`src/inc/pmrs_pkg.sv`:
```
/*
  Constants, encodings and the state type of the PCI master read sequencer.
  Assumes a 32-bit PCI bus, a local-side application and an AXI4-Lite master.
*/
// Overview of operation
// - latch address and command, assert reqn, status bit 0; bit 1 once granted
// - I/O and configuration reads are always single phase, last is ignored
// - after address phase float ad, assert irdyn; deassert framen only for a single phase
// - status bit 2 set on entering the data phase
// - irdyn asserted on the first data phase regardless of busy
// - data phase completes when irdyn and trdyn asserted, devseln claims
// - clock after completion present read word and assert local acknowledge
// - same clock set status bit 7 for one successful data phase
// - after single phase deassert irdyn and float command bus next clock
// - one clock later float irdyn and clear all status bits
// - acknowledge drops once the final word has been handed over
// - memory read, read multiple and read line handled identically
// - target wait in burst withdraws the local acknowledge next clock
// - local busy in the clock a data phase completes deasserts irdyn next clock and withholds acknowledge
// - wait states are propagated either way only when needed
// - after last at most two more data phases, one if irdyn dropped
// - one clock of last suffices; continued assertion is ignored
// - byte enables select bytes only in single-cycle transactions
package pmrs_pkg;
  // pci command codes
  localparam logic [3:0] CMD_IO_RD  = 4'h2;
  localparam logic [3:0] CMD_MEM_RD = 4'h6;
  localparam logic [3:0] CMD_CFG_RD = 4'ha;
  localparam logic [3:0] CMD_MRM    = 4'hc;
  localparam logic [3:0] CMD_MRL    = 4'he;
  localparam logic [3:0] BE_ALL_N   = 4'h0;
  // transaction status bits
  localparam int         TSR_REQ    = 0;
  localparam int         TSR_GNT    = 1;
  localparam int         TSR_XFER   = 2;
  localparam int         TSR_DONE   = 7;
  localparam logic [7:0] TSR_RST    = 8'h00;
  // register map
  localparam int         AXI_AW     = 4;
  localparam logic [3:0] OFS_CTRL   = 4'h0;
  localparam logic [3:0] OFS_STAT   = 4'h4;
  localparam logic [3:0] OFS_PHASE  = 4'h8;
  localparam int         CTRL_EN    = 0;
  localparam logic       CTRL_RST   = 1'b1;
  localparam int         STAT_ST_LSB = 8;
  localparam int         STAT_PEND  = 15;
  localparam int         CNT_W      = 16;
  localparam logic [1:0] RESP_OKAY  = 2'h0;
  localparam logic [1:0] RESP_SLVERR = 2'h2;
  typedef enum logic [5:0] {
    ST_IDLE = 6'h01,
    ST_REQ  = 6'h02,
    ST_DRV  = 6'h04,
    ST_ADR  = 6'h08,
    ST_DAT  = 6'h10,
    ST_TA1  = 6'h20
  } pmrs_state_e;
endpackage

```
`src/logic/pmrs_master_read.sv`:
```
/*
  PCI master read sequencer: single-cycle and burst reads, wait propagation,
  transaction status, and a small AXI4-Lite register slave.
  Assumes all inputs synchronous to clk; pin resolution is done outside.
*/
// The register addresses and the AXI4-Lite slave port were decided locally.
`timescale 1ns/1ps
module pmrs_master_read
  import pmrs_pkg::*;
(
  // clock and reset
  input  wire logic              clk,
  input  wire logic              nrst,
  // local side
  input  wire logic              local_master_request_n,
  input  wire logic [31:0]       local_addr_data_in,
  input  wire logic [3:0]        local_cmd_byte_en_n,
  input  wire logic              local_last_transfer_n,
  input  wire logic              local_wait_request_n,
  output logic                   local_data_ack_n,
  output logic [31:0]            local_read_data_out,
  output logic [7:0]             txn_status_out,
  // pci arbitration
  output logic                   reqn,
  input  wire logic              gntn,
  // pci address/data and command
  input  wire logic [31:0]       ad_in,
  output logic [31:0]            ad_out,
  output logic                   ad_oe,
  output logic [3:0]             cben_out,
  output logic                   cben_oe,
  // pci control
  input  wire logic              framen_in,
  output logic                   framen_out,
  output logic                   framen_oe,
  input  wire logic              irdyn_in,
  output logic                   irdyn_out,
  output logic                   irdyn_oe,
  input  wire logic              trdyn,
  input  wire logic              devseln,
  // axi4-lite slave
  input  wire logic [AXI_AW-1:0] s_awaddr,
  input  wire logic              s_awvalid,
  output logic                   s_awready,
  input  wire logic [31:0]       s_wdata,
  input  wire logic [3:0]        s_wstrb,
  input  wire logic              s_wvalid,
  output logic                   s_wready,
  output logic [1:0]             s_bresp,
  output logic                   s_bvalid,
  input  wire logic              s_bready,
  input  wire logic [AXI_AW-1:0] s_araddr,
  input  wire logic              s_arvalid,
  output logic                   s_arready,
  output logic [31:0]            s_rdata,
  output logic [1:0]             s_rresp,
  output logic                   s_rvalid,
  input  wire logic              s_rready
);
  typedef struct packed {
    pmrs_state_e       st;
    logic              reqn;
    logic              ad_oe;
    logic [3:0]        cbe;
    logic              cbe_oe;
    logic              frame;
    logic              frame_oe;
    logic              irdy;
    logic              irdy_oe;
    logic              ack_n;
    logic [7:0]        tsr;
    logic              last_seen;
    logic              final_req;
    logic              pend;
    logic [3:0]        cmd;
    logic              en;
    logic [CNT_W-1:0]  cnt;
    logic              aw_h;
    logic [AXI_AW-1:0] aw_a;
    logic              w_h;
    logic [31:0]       w_d;
    logic [3:0]        w_s;
    logic              awrdy;
    logic              wrdy;
    logic              bvld;
    logic [1:0]        bresp;
    logic              arrdy;
    logic              rvld;
    logic [31:0]       rdata;
    logic [1:0]        rresp;
  } pmrs_regs_s;

  pmrs_regs_s  r_r;
  pmrs_regs_s  r_nxt;
  logic        busy;
  logic        done;
  logic        lastp;
  logic        single;
  logic        fin;
  logic        ack_go;
  logic        addr_load;
  logic [31:0] addr_q;
  logic [31:0] hold_q;
  logic [31:0] rd_d;
  logic [31:0] stat_word;

  assign busy = !local_wait_request_n;
  assign done = (r_r.st == ST_DAT) && !r_r.irdy && !trdyn && !devseln;
  // only the first clock of last counts
  assign lastp = !local_last_transfer_n && !r_r.last_seen;
  assign addr_load = (r_r.st == ST_IDLE) && !local_master_request_n && r_r.en;
  // a word taken while the local side is busy waits in the hold register
  assign ack_go = !busy && (done || r_r.pend);
  assign rd_d = r_r.pend ? hold_q : ad_in;

  always_comb begin
    stat_word = '0;
    stat_word[7:0] = r_r.tsr;
    stat_word[STAT_ST_LSB +: 6] = r_r.st;
    stat_word[STAT_PEND] = r_r.pend;
  end

  always_comb begin
    r_nxt = r_r;
    single = 1'b0;
    fin = 1'b0;
    // word goes out the clock after completion unless busy holds it back
    r_nxt.pend = busy && (r_r.pend || done);
    r_nxt.ack_n = !ack_go;
    r_nxt.tsr[TSR_DONE] = done;
    if (done) begin
      r_nxt.cnt = r_r.cnt + CNT_W'(1);
    end
    case (r_r.st)
      ST_IDLE: begin
        r_nxt.last_seen = 1'b0;
        if (addr_load) begin
          r_nxt.st = ST_REQ;
          r_nxt.cmd = local_cmd_byte_en_n;
          r_nxt.reqn = 1'b0;
          r_nxt.tsr[TSR_REQ] = 1'b1;
          r_nxt.last_seen = !local_last_transfer_n;
        end
      end
      ST_REQ: begin
        if (lastp) begin
          r_nxt.last_seen = 1'b1;
        end
        // grant only counts while the bus is idle
        if (!gntn && framen_in && irdyn_in) begin
          r_nxt.st = ST_DRV;
          r_nxt.ad_oe = 1'b1;
          r_nxt.cbe = r_r.cmd;
          r_nxt.cbe_oe = 1'b1;
          r_nxt.frame = 1'b1;
          r_nxt.frame_oe = 1'b1;
          r_nxt.irdy = 1'b1;
          r_nxt.irdy_oe = 1'b1;
          r_nxt.tsr[TSR_GNT] = 1'b1;
        end
      end
      ST_DRV: begin
        if (lastp) begin
          r_nxt.last_seen = 1'b1;
        end
        r_nxt.st = ST_ADR;
        r_nxt.frame = 1'b0;
        r_nxt.reqn = 1'b1;
      end
      ST_ADR: begin
        // memory read flavours share one path
        single = (r_r.cmd == CMD_IO_RD) || (r_r.cmd == CMD_CFG_RD)
                 || r_r.last_seen || !local_last_transfer_n;
        r_nxt.st = ST_DAT;
        r_nxt.ad_oe = 1'b0;
        r_nxt.irdy = 1'b0;
        r_nxt.frame = single;
        r_nxt.last_seen = single;
        r_nxt.final_req = 1'b0;
        r_nxt.cbe = single ? local_cmd_byte_en_n : BE_ALL_N;
        r_nxt.tsr[TSR_XFER] = 1'b1;
      end
      ST_DAT: begin
        if (done && r_r.frame) begin
          r_nxt.st = ST_TA1;
          r_nxt.irdy = 1'b1;
          r_nxt.cbe_oe = 1'b0;
          r_nxt.frame_oe = 1'b0;
        end else begin
          // irdyn only rises after a completed phase or while already waiting
          r_nxt.irdy = r_nxt.pend || (r_r.irdy && busy);
          fin = r_r.final_req || lastp;
          if (lastp) begin
            r_nxt.last_seen = 1'b1;
          end
          // framen may only rise together with an asserted irdyn
          if (fin && !r_nxt.irdy) begin
            r_nxt.frame = 1'b1;
            r_nxt.final_req = 1'b0;
          end else begin
            r_nxt.final_req = fin;
          end
        end
      end
      ST_TA1: begin
        r_nxt.st = ST_IDLE;
        r_nxt.irdy_oe = 1'b0;
        r_nxt.tsr = TSR_RST;
      end
      default: begin
        r_nxt.st = ST_IDLE;
        r_nxt.ad_oe = 1'b0;
        r_nxt.cbe_oe = 1'b0;
        r_nxt.frame_oe = 1'b0;
        r_nxt.irdy_oe = 1'b0;
        r_nxt.reqn = 1'b1;
        r_nxt.tsr = TSR_RST;
      end
    endcase

    // axi write channels, taken in either order
    if (s_awvalid && r_r.awrdy) begin
      r_nxt.aw_h = 1'b1;
      r_nxt.aw_a = s_awaddr;
    end
    if (s_wvalid && r_r.wrdy) begin
      r_nxt.w_h = 1'b1;
      r_nxt.w_d = s_wdata;
      r_nxt.w_s = s_wstrb;
    end
    if (r_r.bvld && s_bready) begin
      r_nxt.bvld = 1'b0;
    end
    if (r_r.aw_h && r_r.w_h && !r_r.bvld) begin
      r_nxt.aw_h = 1'b0;
      r_nxt.w_h = 1'b0;
      r_nxt.bvld = 1'b1;
      r_nxt.bresp = RESP_OKAY;
      case (r_r.aw_a)
        OFS_CTRL: begin
          if (r_r.w_s[0]) begin
            r_nxt.en = r_r.w_d[CTRL_EN];
          end
        end
        OFS_STAT: begin
          r_nxt.bresp = RESP_OKAY;
        end
        OFS_PHASE: begin
          // a phase finishing in the clearing clock is still counted
          r_nxt.cnt = CNT_W'(done);
        end
        default: begin
          r_nxt.bresp = RESP_SLVERR;
        end
      endcase
    end
    r_nxt.awrdy = !r_nxt.aw_h && !r_nxt.bvld;
    r_nxt.wrdy = !r_nxt.w_h && !r_nxt.bvld;

    // axi read channel
    if (r_r.rvld && s_rready) begin
      r_nxt.rvld = 1'b0;
    end
    if (s_arvalid && r_r.arrdy) begin
      r_nxt.rvld = 1'b1;
      r_nxt.rresp = RESP_OKAY;
      case (s_araddr)
        OFS_CTRL: begin
          r_nxt.rdata = 32'({r_r.en});
        end
        OFS_STAT: begin
          r_nxt.rdata = stat_word;
        end
        OFS_PHASE: begin
          r_nxt.rdata = 32'(r_r.cnt);
        end
        default: begin
          r_nxt.rdata = 32'h0;
          r_nxt.rresp = RESP_SLVERR;
        end
      endcase
    end
    r_nxt.arrdy = !r_nxt.rvld;
  end

  always_ff @(posedge clk or negedge nrst) begin
    if (!nrst) begin
      r_r <= '0;
      r_r.st <= ST_IDLE;
      r_r.reqn <= 1'b1;
      r_r.frame <= 1'b1;
      r_r.irdy <= 1'b1;
      r_r.ack_n <= 1'b1;
      r_r.tsr <= TSR_RST;
      r_r.en <= CTRL_RST;
    end else begin
      r_r <= r_nxt;
    end
  end

  pmrs_word_reg #(
    .W(32)
  ) u_addr (
    .clk  (clk),
    .nrst (nrst),
    .load (addr_load),
    .d    (local_addr_data_in),
    .q    (addr_q)
  );

  pmrs_word_reg #(
    .W(32)
  ) u_hold (
    .clk  (clk),
    .nrst (nrst),
    .load (done && busy),
    .d    (ad_in),
    .q    (hold_q)
  );

  pmrs_word_reg #(
    .W(32)
  ) u_rdata (
    .clk  (clk),
    .nrst (nrst),
    .load (ack_go),
    .d    (rd_d),
    .q    (local_read_data_out)
  );

  // no retry, disconnect or master abort handling: a target that never
  // answers holds the sequencer in the data phase
  assign local_data_ack_n = r_r.ack_n;
  assign txn_status_out   = r_r.tsr;
  assign reqn             = r_r.reqn;
  assign ad_out           = addr_q;
  assign ad_oe            = r_r.ad_oe;
  assign cben_out         = r_r.cbe;
  assign cben_oe          = r_r.cbe_oe;
  assign framen_out       = r_r.frame;
  assign framen_oe        = r_r.frame_oe;
  assign irdyn_out        = r_r.irdy;
  assign irdyn_oe         = r_r.irdy_oe;
  assign s_awready        = r_r.awrdy;
  assign s_wready         = r_r.wrdy;
  assign s_bvalid         = r_r.bvld;
  assign s_bresp          = r_r.bresp;
  assign s_arready        = r_r.arrdy;
  assign s_rvalid         = r_r.rvld;
  assign s_rdata          = r_r.rdata;
  assign s_rresp          = r_r.rresp;
endmodule

```
`src/logic/pmrs_word_reg.sv`:
```
/*
  Loadable word register, used for the latched address and the read words.
  Assumes the single clock and the asynchronous active-low reset of the block.
*/
`timescale 1ns/1ps
module pmrs_word_reg #(
  parameter int W = 32
) (
  // clock and reset
  input  wire logic         clk,
  input  wire logic         nrst,
  // load port
  input  wire logic         load,
  input  wire logic [W-1:0] d,
  output logic      [W-1:0] q
);
  typedef struct packed {
    logic [W-1:0] word;
  } pmrs_word_s;

  pmrs_word_s r_r;
  pmrs_word_s r_nxt;

  always_comb begin
    r_nxt = r_r;
    if (load) begin
      r_nxt.word = d;
    end
  end

  always_ff @(posedge clk or negedge nrst) begin
    if (!nrst) begin
      r_r <= '0;
    end else begin
      r_r <= r_nxt;
    end
  end

  assign q = r_r.word;
endmodule

```
`config.mk`:
```
export PLATFORM = sky130hd
export DESIGN_NAME = pmrs_master_read
export DESIGN_NICKNAME = d
export VERILOG_FILES = /design/src/inc/pmrs_pkg.sv /design/src/logic/pmrs_master_read.sv /design/src/logic/pmrs_word_reg.sv
export SDC_FILE = /design/constraint.sdc
export NUM_CORES = 1
export LEC_CHECK = 0
export BUFFER_PORTS_ARGS = -buffer_cell sky130_fd_sc_hd__buf_2
export CAP_MARGIN = 5
export CORE_MARGIN = 2
export CORE_UTILIZATION = 51
export DETAILED_ROUTE_END_ITERATION = 12
export PLACE_DENSITY = 0.8
export SETUP_SLACK_MARGIN = 0.05
export SLEW_MARGIN = 25
export SYNTH_ARGS = -nofsm -noshare
export SYNTH_HDL_FRONTEND = slang
export SYNTH_SLANG_ARGS = --single-unit
```
`constraint.sdc`:
```
create_clock -name clk -period 2.81 [get_ports clk]
set_input_delay 0.562 -clock clk [delete_from_list [all_inputs] [get_ports clk]]
set_output_delay 0.562 -clock clk [all_outputs]
set_load 0.02 [all_outputs]
```
* After elaboration in Yosys (flattened, before gate mapping)
Cells that the tools add are included.
** Word-level totals
- Output and inout bits :: 125
- Input port bits :: 127
- Logic and storage cells :: 176
- Register bits after elaboration :: 225
** Cells by class
- Equality and inequality tests :: 17
- Reductions and logical operators :: 74
- Bitwise logic cells :: 5
- $add $sub $neg :: 1
- Multiplexer cells :: 43
** Operators by type and width (number)
- $pmux 16 s3 :: 1
- $mux 37 :: 1
- $mux 35 :: 1
- $mux 16 :: 2
- $mux 32 :: 1
- $pmux 6 s5 :: 1
- $reduce_or 4->1 :: 6
- $logic_and 1x1->1 :: 23
- $reduce_and 2->1 :: 9
- $mux 17 :: 1
- $add 16x1->16 const B :: 1
- $logic_not 1->1 :: 15
- $pmux 1 s2 :: 7
- $eq 4x4->1 const B :: 3
- $mux 6 :: 2
- $mux 1 :: 10
- $mux 10 :: 1
- $mux 5 :: 2
- $pmux 1 s3 :: 3
- $reduce_and 3->1 :: 3
- $eq 4x3->1 const B :: 2
- $logic_not 4->1 :: 2
- $mux 2 :: 4
- $pmux 1 s4 :: 2
- other kinds (22) :: 37

* Logic depth before layout (Yosys ltp)
- Depth after elaboration :: 12
- Depth in mapped cells :: 9
- Mapped depth without buffers :: 6

* Modules after synthesis
From an unflattened synthesis, not the netlist that was laid out.
** Unflattened totals
- Cell total of the unflattened synthesis :: 647
- Area total of the unflattened synthesis :: 8338.0 µm²
** By module, submodules not included
- pmrs_master_read :: times used 1, sequential area each 1884.3 µm², cells each 443, area each 4302.9 µm²
- pmrs_word_reg :: times used 3, sequential area each 800.8 µm², cells each 68, area each 1345.0 µm²

* Worst setup path before layout
No wires, ideal clock.
- Path type :: reg2reg
- Start :: register r_r[130] in the netlist's numbering
- End :: register u_hold.r_r, in the netlist u_hold.q[10]
- Buffers on the path :: 3
- Slack :: 637 ps
- Library setup time :: 125 ps
- Arrival time :: 2048 ps
- Stages on the path, launching flop included :: 8
- Period minus slack after synthesis :: 2173 ps
- Required time :: 2685 ps
- Cell sequence :: dfrtp_1 -> buf_6 -> or3b_4 -> or3_4 -> buf_6 -> nor2_4 -> buf_6 -> mux2_2
** On the way
- Cells in the longest elaborated chain, start to end :: 5
** RTL lines
- from (decl) :: line pmrs_master_read.sv:93 : pmrs_regs_s r_r;
- from (signal assigned) :: line pmrs_master_read.sv:297 : r_r <= r_nxt;
- $eq 6x5->1 :: line pmrs_master_read.sv:108 : assign done = (r_r.st == ST_DAT) && !r_r.irdy && !trdyn && !devseln;
- $logic_and 1x1->1 (3 in a row) :: line pmrs_master_read.sv:108
- $logic_and 1x1->1 :: line pmrs_master_read.sv:316 : .load (done && busy),
- to (signal assigned) :: line pmrs_word_reg.sv:35 : r_r <= r_nxt;
- to (decl) :: line pmrs_word_reg.sv:21 : pmrs_word_s r_r;
No other way between the ends.
A chain may end at the register's enable or synchronous reset.

* Worst setup path in the final report
- Start :: register r_r[128] in the netlist's numbering
- End :: register u_hold.r_r, in the netlist u_hold.q[24]
Same word-level chain as after synthesis.

==> impl_summary.log <==
INFO  metric status = finished clean
INFO  metric coreArea = about 15000 µm²
INFO  metric final_max_slew_viol_count = 0
INFO  metric post_cts_resize_count = 0
INFO  metric finalWorstPathRequiredPeriod = roughly 2.3 ns
INFO  metric grt_antenna_before_repair = 0
INFO  metric maximum_number_of_pins_on_one_net_before_global_route_repair = 66
INFO  metric path_type_of_the_worst_setup_path = flip-flop to flip-flop
INFO  metric yosysWarnings = 0
INFO  metric yosys_most_used_dff = dfrtp_1
INFO  metric place_congestion = approximately 0.86
INFO  metric final_antenna_net_count = 0
INFO  metric numClockSinks = 171
INFO  metric overflow = 0
INFO  metric globalRouteTotalUtil = 20.6%
INFO  metric clock_tree_root_driver_cell = clkbuf_16
INFO  metric die_span_y = 127 µm
INFO  metric rsz0062_at_grt = false
INFO  metric floorplan.io_pins = 252
INFO  metric timing_worst_slew_pin_value = 0.653 ns
INFO  metric worst_r2r_path_depth = 5
INFO  metric floorplan.initialDensity = 51.5%
INFO  metric clock_skew = 0.0106 ns
INFO  metric synth.ff_latch_count = 171
INFO  metric sequentialPowerShare = 45.1%
INFO  metric place.detailed.hpwl = 11.4 mm
INFO  metric worst_setup_path_end_kind = flip-flop
INFO  metric synthCells = 686
INFO  metric top_achievable_clock_speed = 432 MHz
INFO  metric vdd.ir_drop.worst = 0.638 mV
INFO  metric finish.utilization = 61.5%
INFO  metric p_sw_share = roughly a third
INFO  metric dieArea = 16200 µm²
INFO  metric area_delta_synth_final = 19.5%
INFO  metric synth_async_sr_flop_share = 100%
INFO  metric cts_buffer_depth = 2
INFO  metric drt_wl_cell = 15.3 µm
INFO  metric worstSetupStartpointType = flip-flop
INFO  metric cts.clk_slew.worst_paths = 0.07 ns
INFO  metric period_share = between 80% and 90%
INFO  metric timing_hold_violations_final = 0
INFO  metric via_count_of_the_first_global_routing_pass = approximately 5400
INFO  metric floorplan.rows = 45
INFO  metric crit_path_max_fanout = 32
INFO  metric detailedRoute.firstPassIterationCount = 4
INFO  metric synthesis.area_per_instance = 11.3 µm²
INFO  metric areal_power_density_over_the_cells = 815 nW/µm²
INFO  metric clk_latency = between 0.4 and 0.5 ns
INFO  metric buffer_ports.inserted = 195
INFO  metric timing.final.setup_violations = 0
INFO  metric timing.hold.worst.class = input port to async pin
INFO  metric number_of_distinct_library_cell_variants_in_the_gate_level_netlist_after_synthesis = 54
INFO  metric slew_headroom = a little under three fifths
INFO  metric worst_ep_arrival_time = 2.62 ns
INFO  metric fraction_of_power_consumed_by_combinational_cells = 25.7%
INFO  metric power_frac_clock = 29.1%
INFO  metric critPathRequiredTime = 3.12 ns
INFO  metric postCtsSetupBuffers = 0
INFO  metric drt-total-wl = 16.2 mm
INFO  metric number_of_enable_flip_flop_cells_after_synthesis = 0
INFO  metric wire_length_of_the_first_global_routing_pass = ~27 mm
INFO  metric cts-hold-fix-buffers = 0
INFO  metric cts_htree_levels = 4
INFO  metric netlist_area = between 7000 and 8000 µm²
INFO  metric clock_tree_from_tritoncts = done
INFO  metric cap_viol_max_count = 0
INFO  metric final_net_count = 985
INFO  metric drc = 0
INFO  metric intPower = 5.09 mW
INFO  metric leakage = around 4.6 nW
INFO  metric totalNegativeSetupSlack = 0 ns
INFO  metric final.fill_count = 1236
INFO  metric net-switching-power = 2.45 mW
INFO  metric synth_sequential_area_ratio = 55.4%
INFO  metric dieWidth = 127 µm
INFO  metric antenna_cells = 0
INFO  metric detail_route.vias_per_cell = 5.22
INFO  metric via_total_after_detailed_routing = 5523
INFO  metric cts_bufs_inserted = 17
INFO  metric drt_iter0_drc = 314
INFO  metric final_layout_size_suffix_gt1_share = 38.5%
-- power by group through the flow --
stage               registers, mW  logic [mW]  clock network (mW)
CTS                          3.40        1.96                2.25
global route                 3.48        2.11                2.37
detailed placement           3.44        1.95                   0
global placement             3.41        1.90                   0
floorplan                    3.72        1.03                   0
finish                       3.40        1.94                2.20
-- Yosys cell counts (all sizes together) (3+ instances only) --
| cell type | count | area share (%) |
|---|---|---|
| a211o | 3 | 0.34 |
| a21oi | 24 | 1.6 |
| a22oi | 14 | 1.4 |
| a31oi | 3 | 0.24 |
| and3 | 4 | 0.32 |
| buf | 64 | 6.1 |
| clkbuf | 17 | 0.82 |
| dfrtp | 165 | 53 |
| dfstp | 6 | 2.0 |
| inv | 9 | 0.44 |
| mux2 | 75 | 11 |
| mux2i | 33 | 4.3 |
| nand2 | 81 | 3.9 |
| nand3 | 9 | 0.58 |
| nand3b | 6 | 0.58 |
| nand4 | 5 | 0.40 |
| nor2 | 33 | 1.7 |
| nor2b | 6 | 0.49 |
| nor3 | 8 | 0.52 |
| nor4 | 6 | 0.57 |
| o211ai | 4 | 0.39 |
| o21ai | 67 | 4.4 |
| or3 | 4 | 0.39 |
| xnor2 | 6 | 0.68 |
| xor2 | 11 | 1.2 |
-- final cells by class --
class                      instances  area, µm²  area share [%]
sequential                       171       4290            46.4
multi-input combinational        446       2990            32.3
timing repair buffer             212       1150            12.4
clock buffer                      22        464            5.02
tap                              188        235            2.54
clock inverter                    10       92.6            1.00
inverter                           9       33.8           0.365
-- per-layer routing --
metal	share of wire (%)	up-vias	track usage [%]
met1	42	2669	25.6
met3	5.9	24	6.24
met5	0	-	0
li1	-	2654	-
met2	50	176	34.2
met4	1.8	0	7.63
-- metrics by stage --
| step | worst slack (ns) | area [µm²] | hold WS, ns | power, mW | std cells |
|---|---|---|---|---|---|
| after floorplan | 0.637 | 7820 | 0.266 | 4.74 | 707 |
| after global placement | 0.499 | 8690 | 0.456 | 5.31 | 1026 |
| after detailed placement | 0.472 | 8690 | 0.465 | 5.39 | 1026 |
| after CTS | 0.506 | 9250 | 0.131 | 7.62 | 1058 |
| after global routing | 0.362 | 9250 | 0.156 | 7.95 | 1058 |
| final | 0.498 | 9250 | 0.118 | 7.54 | 1058 |
-- critical path: stages (launching register included) --
cell and delay [ns]:
dfrtp_1 0.53, or3_1 0.46, or3_4 0.48, nor2_4 0.13, buf_12 0.21, mux2_2 0.36
-- state kept, by name, summed over array words and instances, names as in the netlist, 3 cells and up --
name	flops
r_r	38
u_rdata.q	32
u_addr.q	32
u_hold.q	32
cben_out	4
s_rdata	16
txn_status_out	3
-- cells in the final DEF, fill, tap and decap left out, types with 14 or more instances in the layout --
master and count:
dfrtp_1 164, a22oi_1 14, clkbuf_16 17, buf_4 14
nor2_1 32, nand2_1 81, o21ai_1 17, o21ai_0 48
conb_1 22, mux2_2 74, mux2i_1 33, a21oi_1 24
buf_2 194
-- logic make-up after synthesis --
kind of cell	count (synthesis)	share of synthesized area (%)
muxes	108	15.2
adders and majority gates	1	0.162
other	1	0.0485
and+or+nand+nor	175	10.8
buffers and inverters	90	7.34
AOI/OAI and AO/OA	123	9.10
xor gates and xnor gates	17	1.92
DFF	171	55.4
-- path summary, 6_finish.rpt --
| check | start | end | slack [ns] |
|---|---|---|---|
| max reg2reg | r_r[128] | u_hold.q[24] | 0.50 |
| max in group asynchronous | nrst | u_addr.q[28] | 1.91 |
| min | nrst | s_rresp[1] | 0.12 |
| min in group clk | s_rready | s_rvalid | 0.36 |
| min reg2reg | s_rdata[5] | s_rdata[5] | 0.47 |
| max | r_r[128] | u_hold.q[24] | 0.50 |
Note: power is estimated with default switching activity, not from simulation.
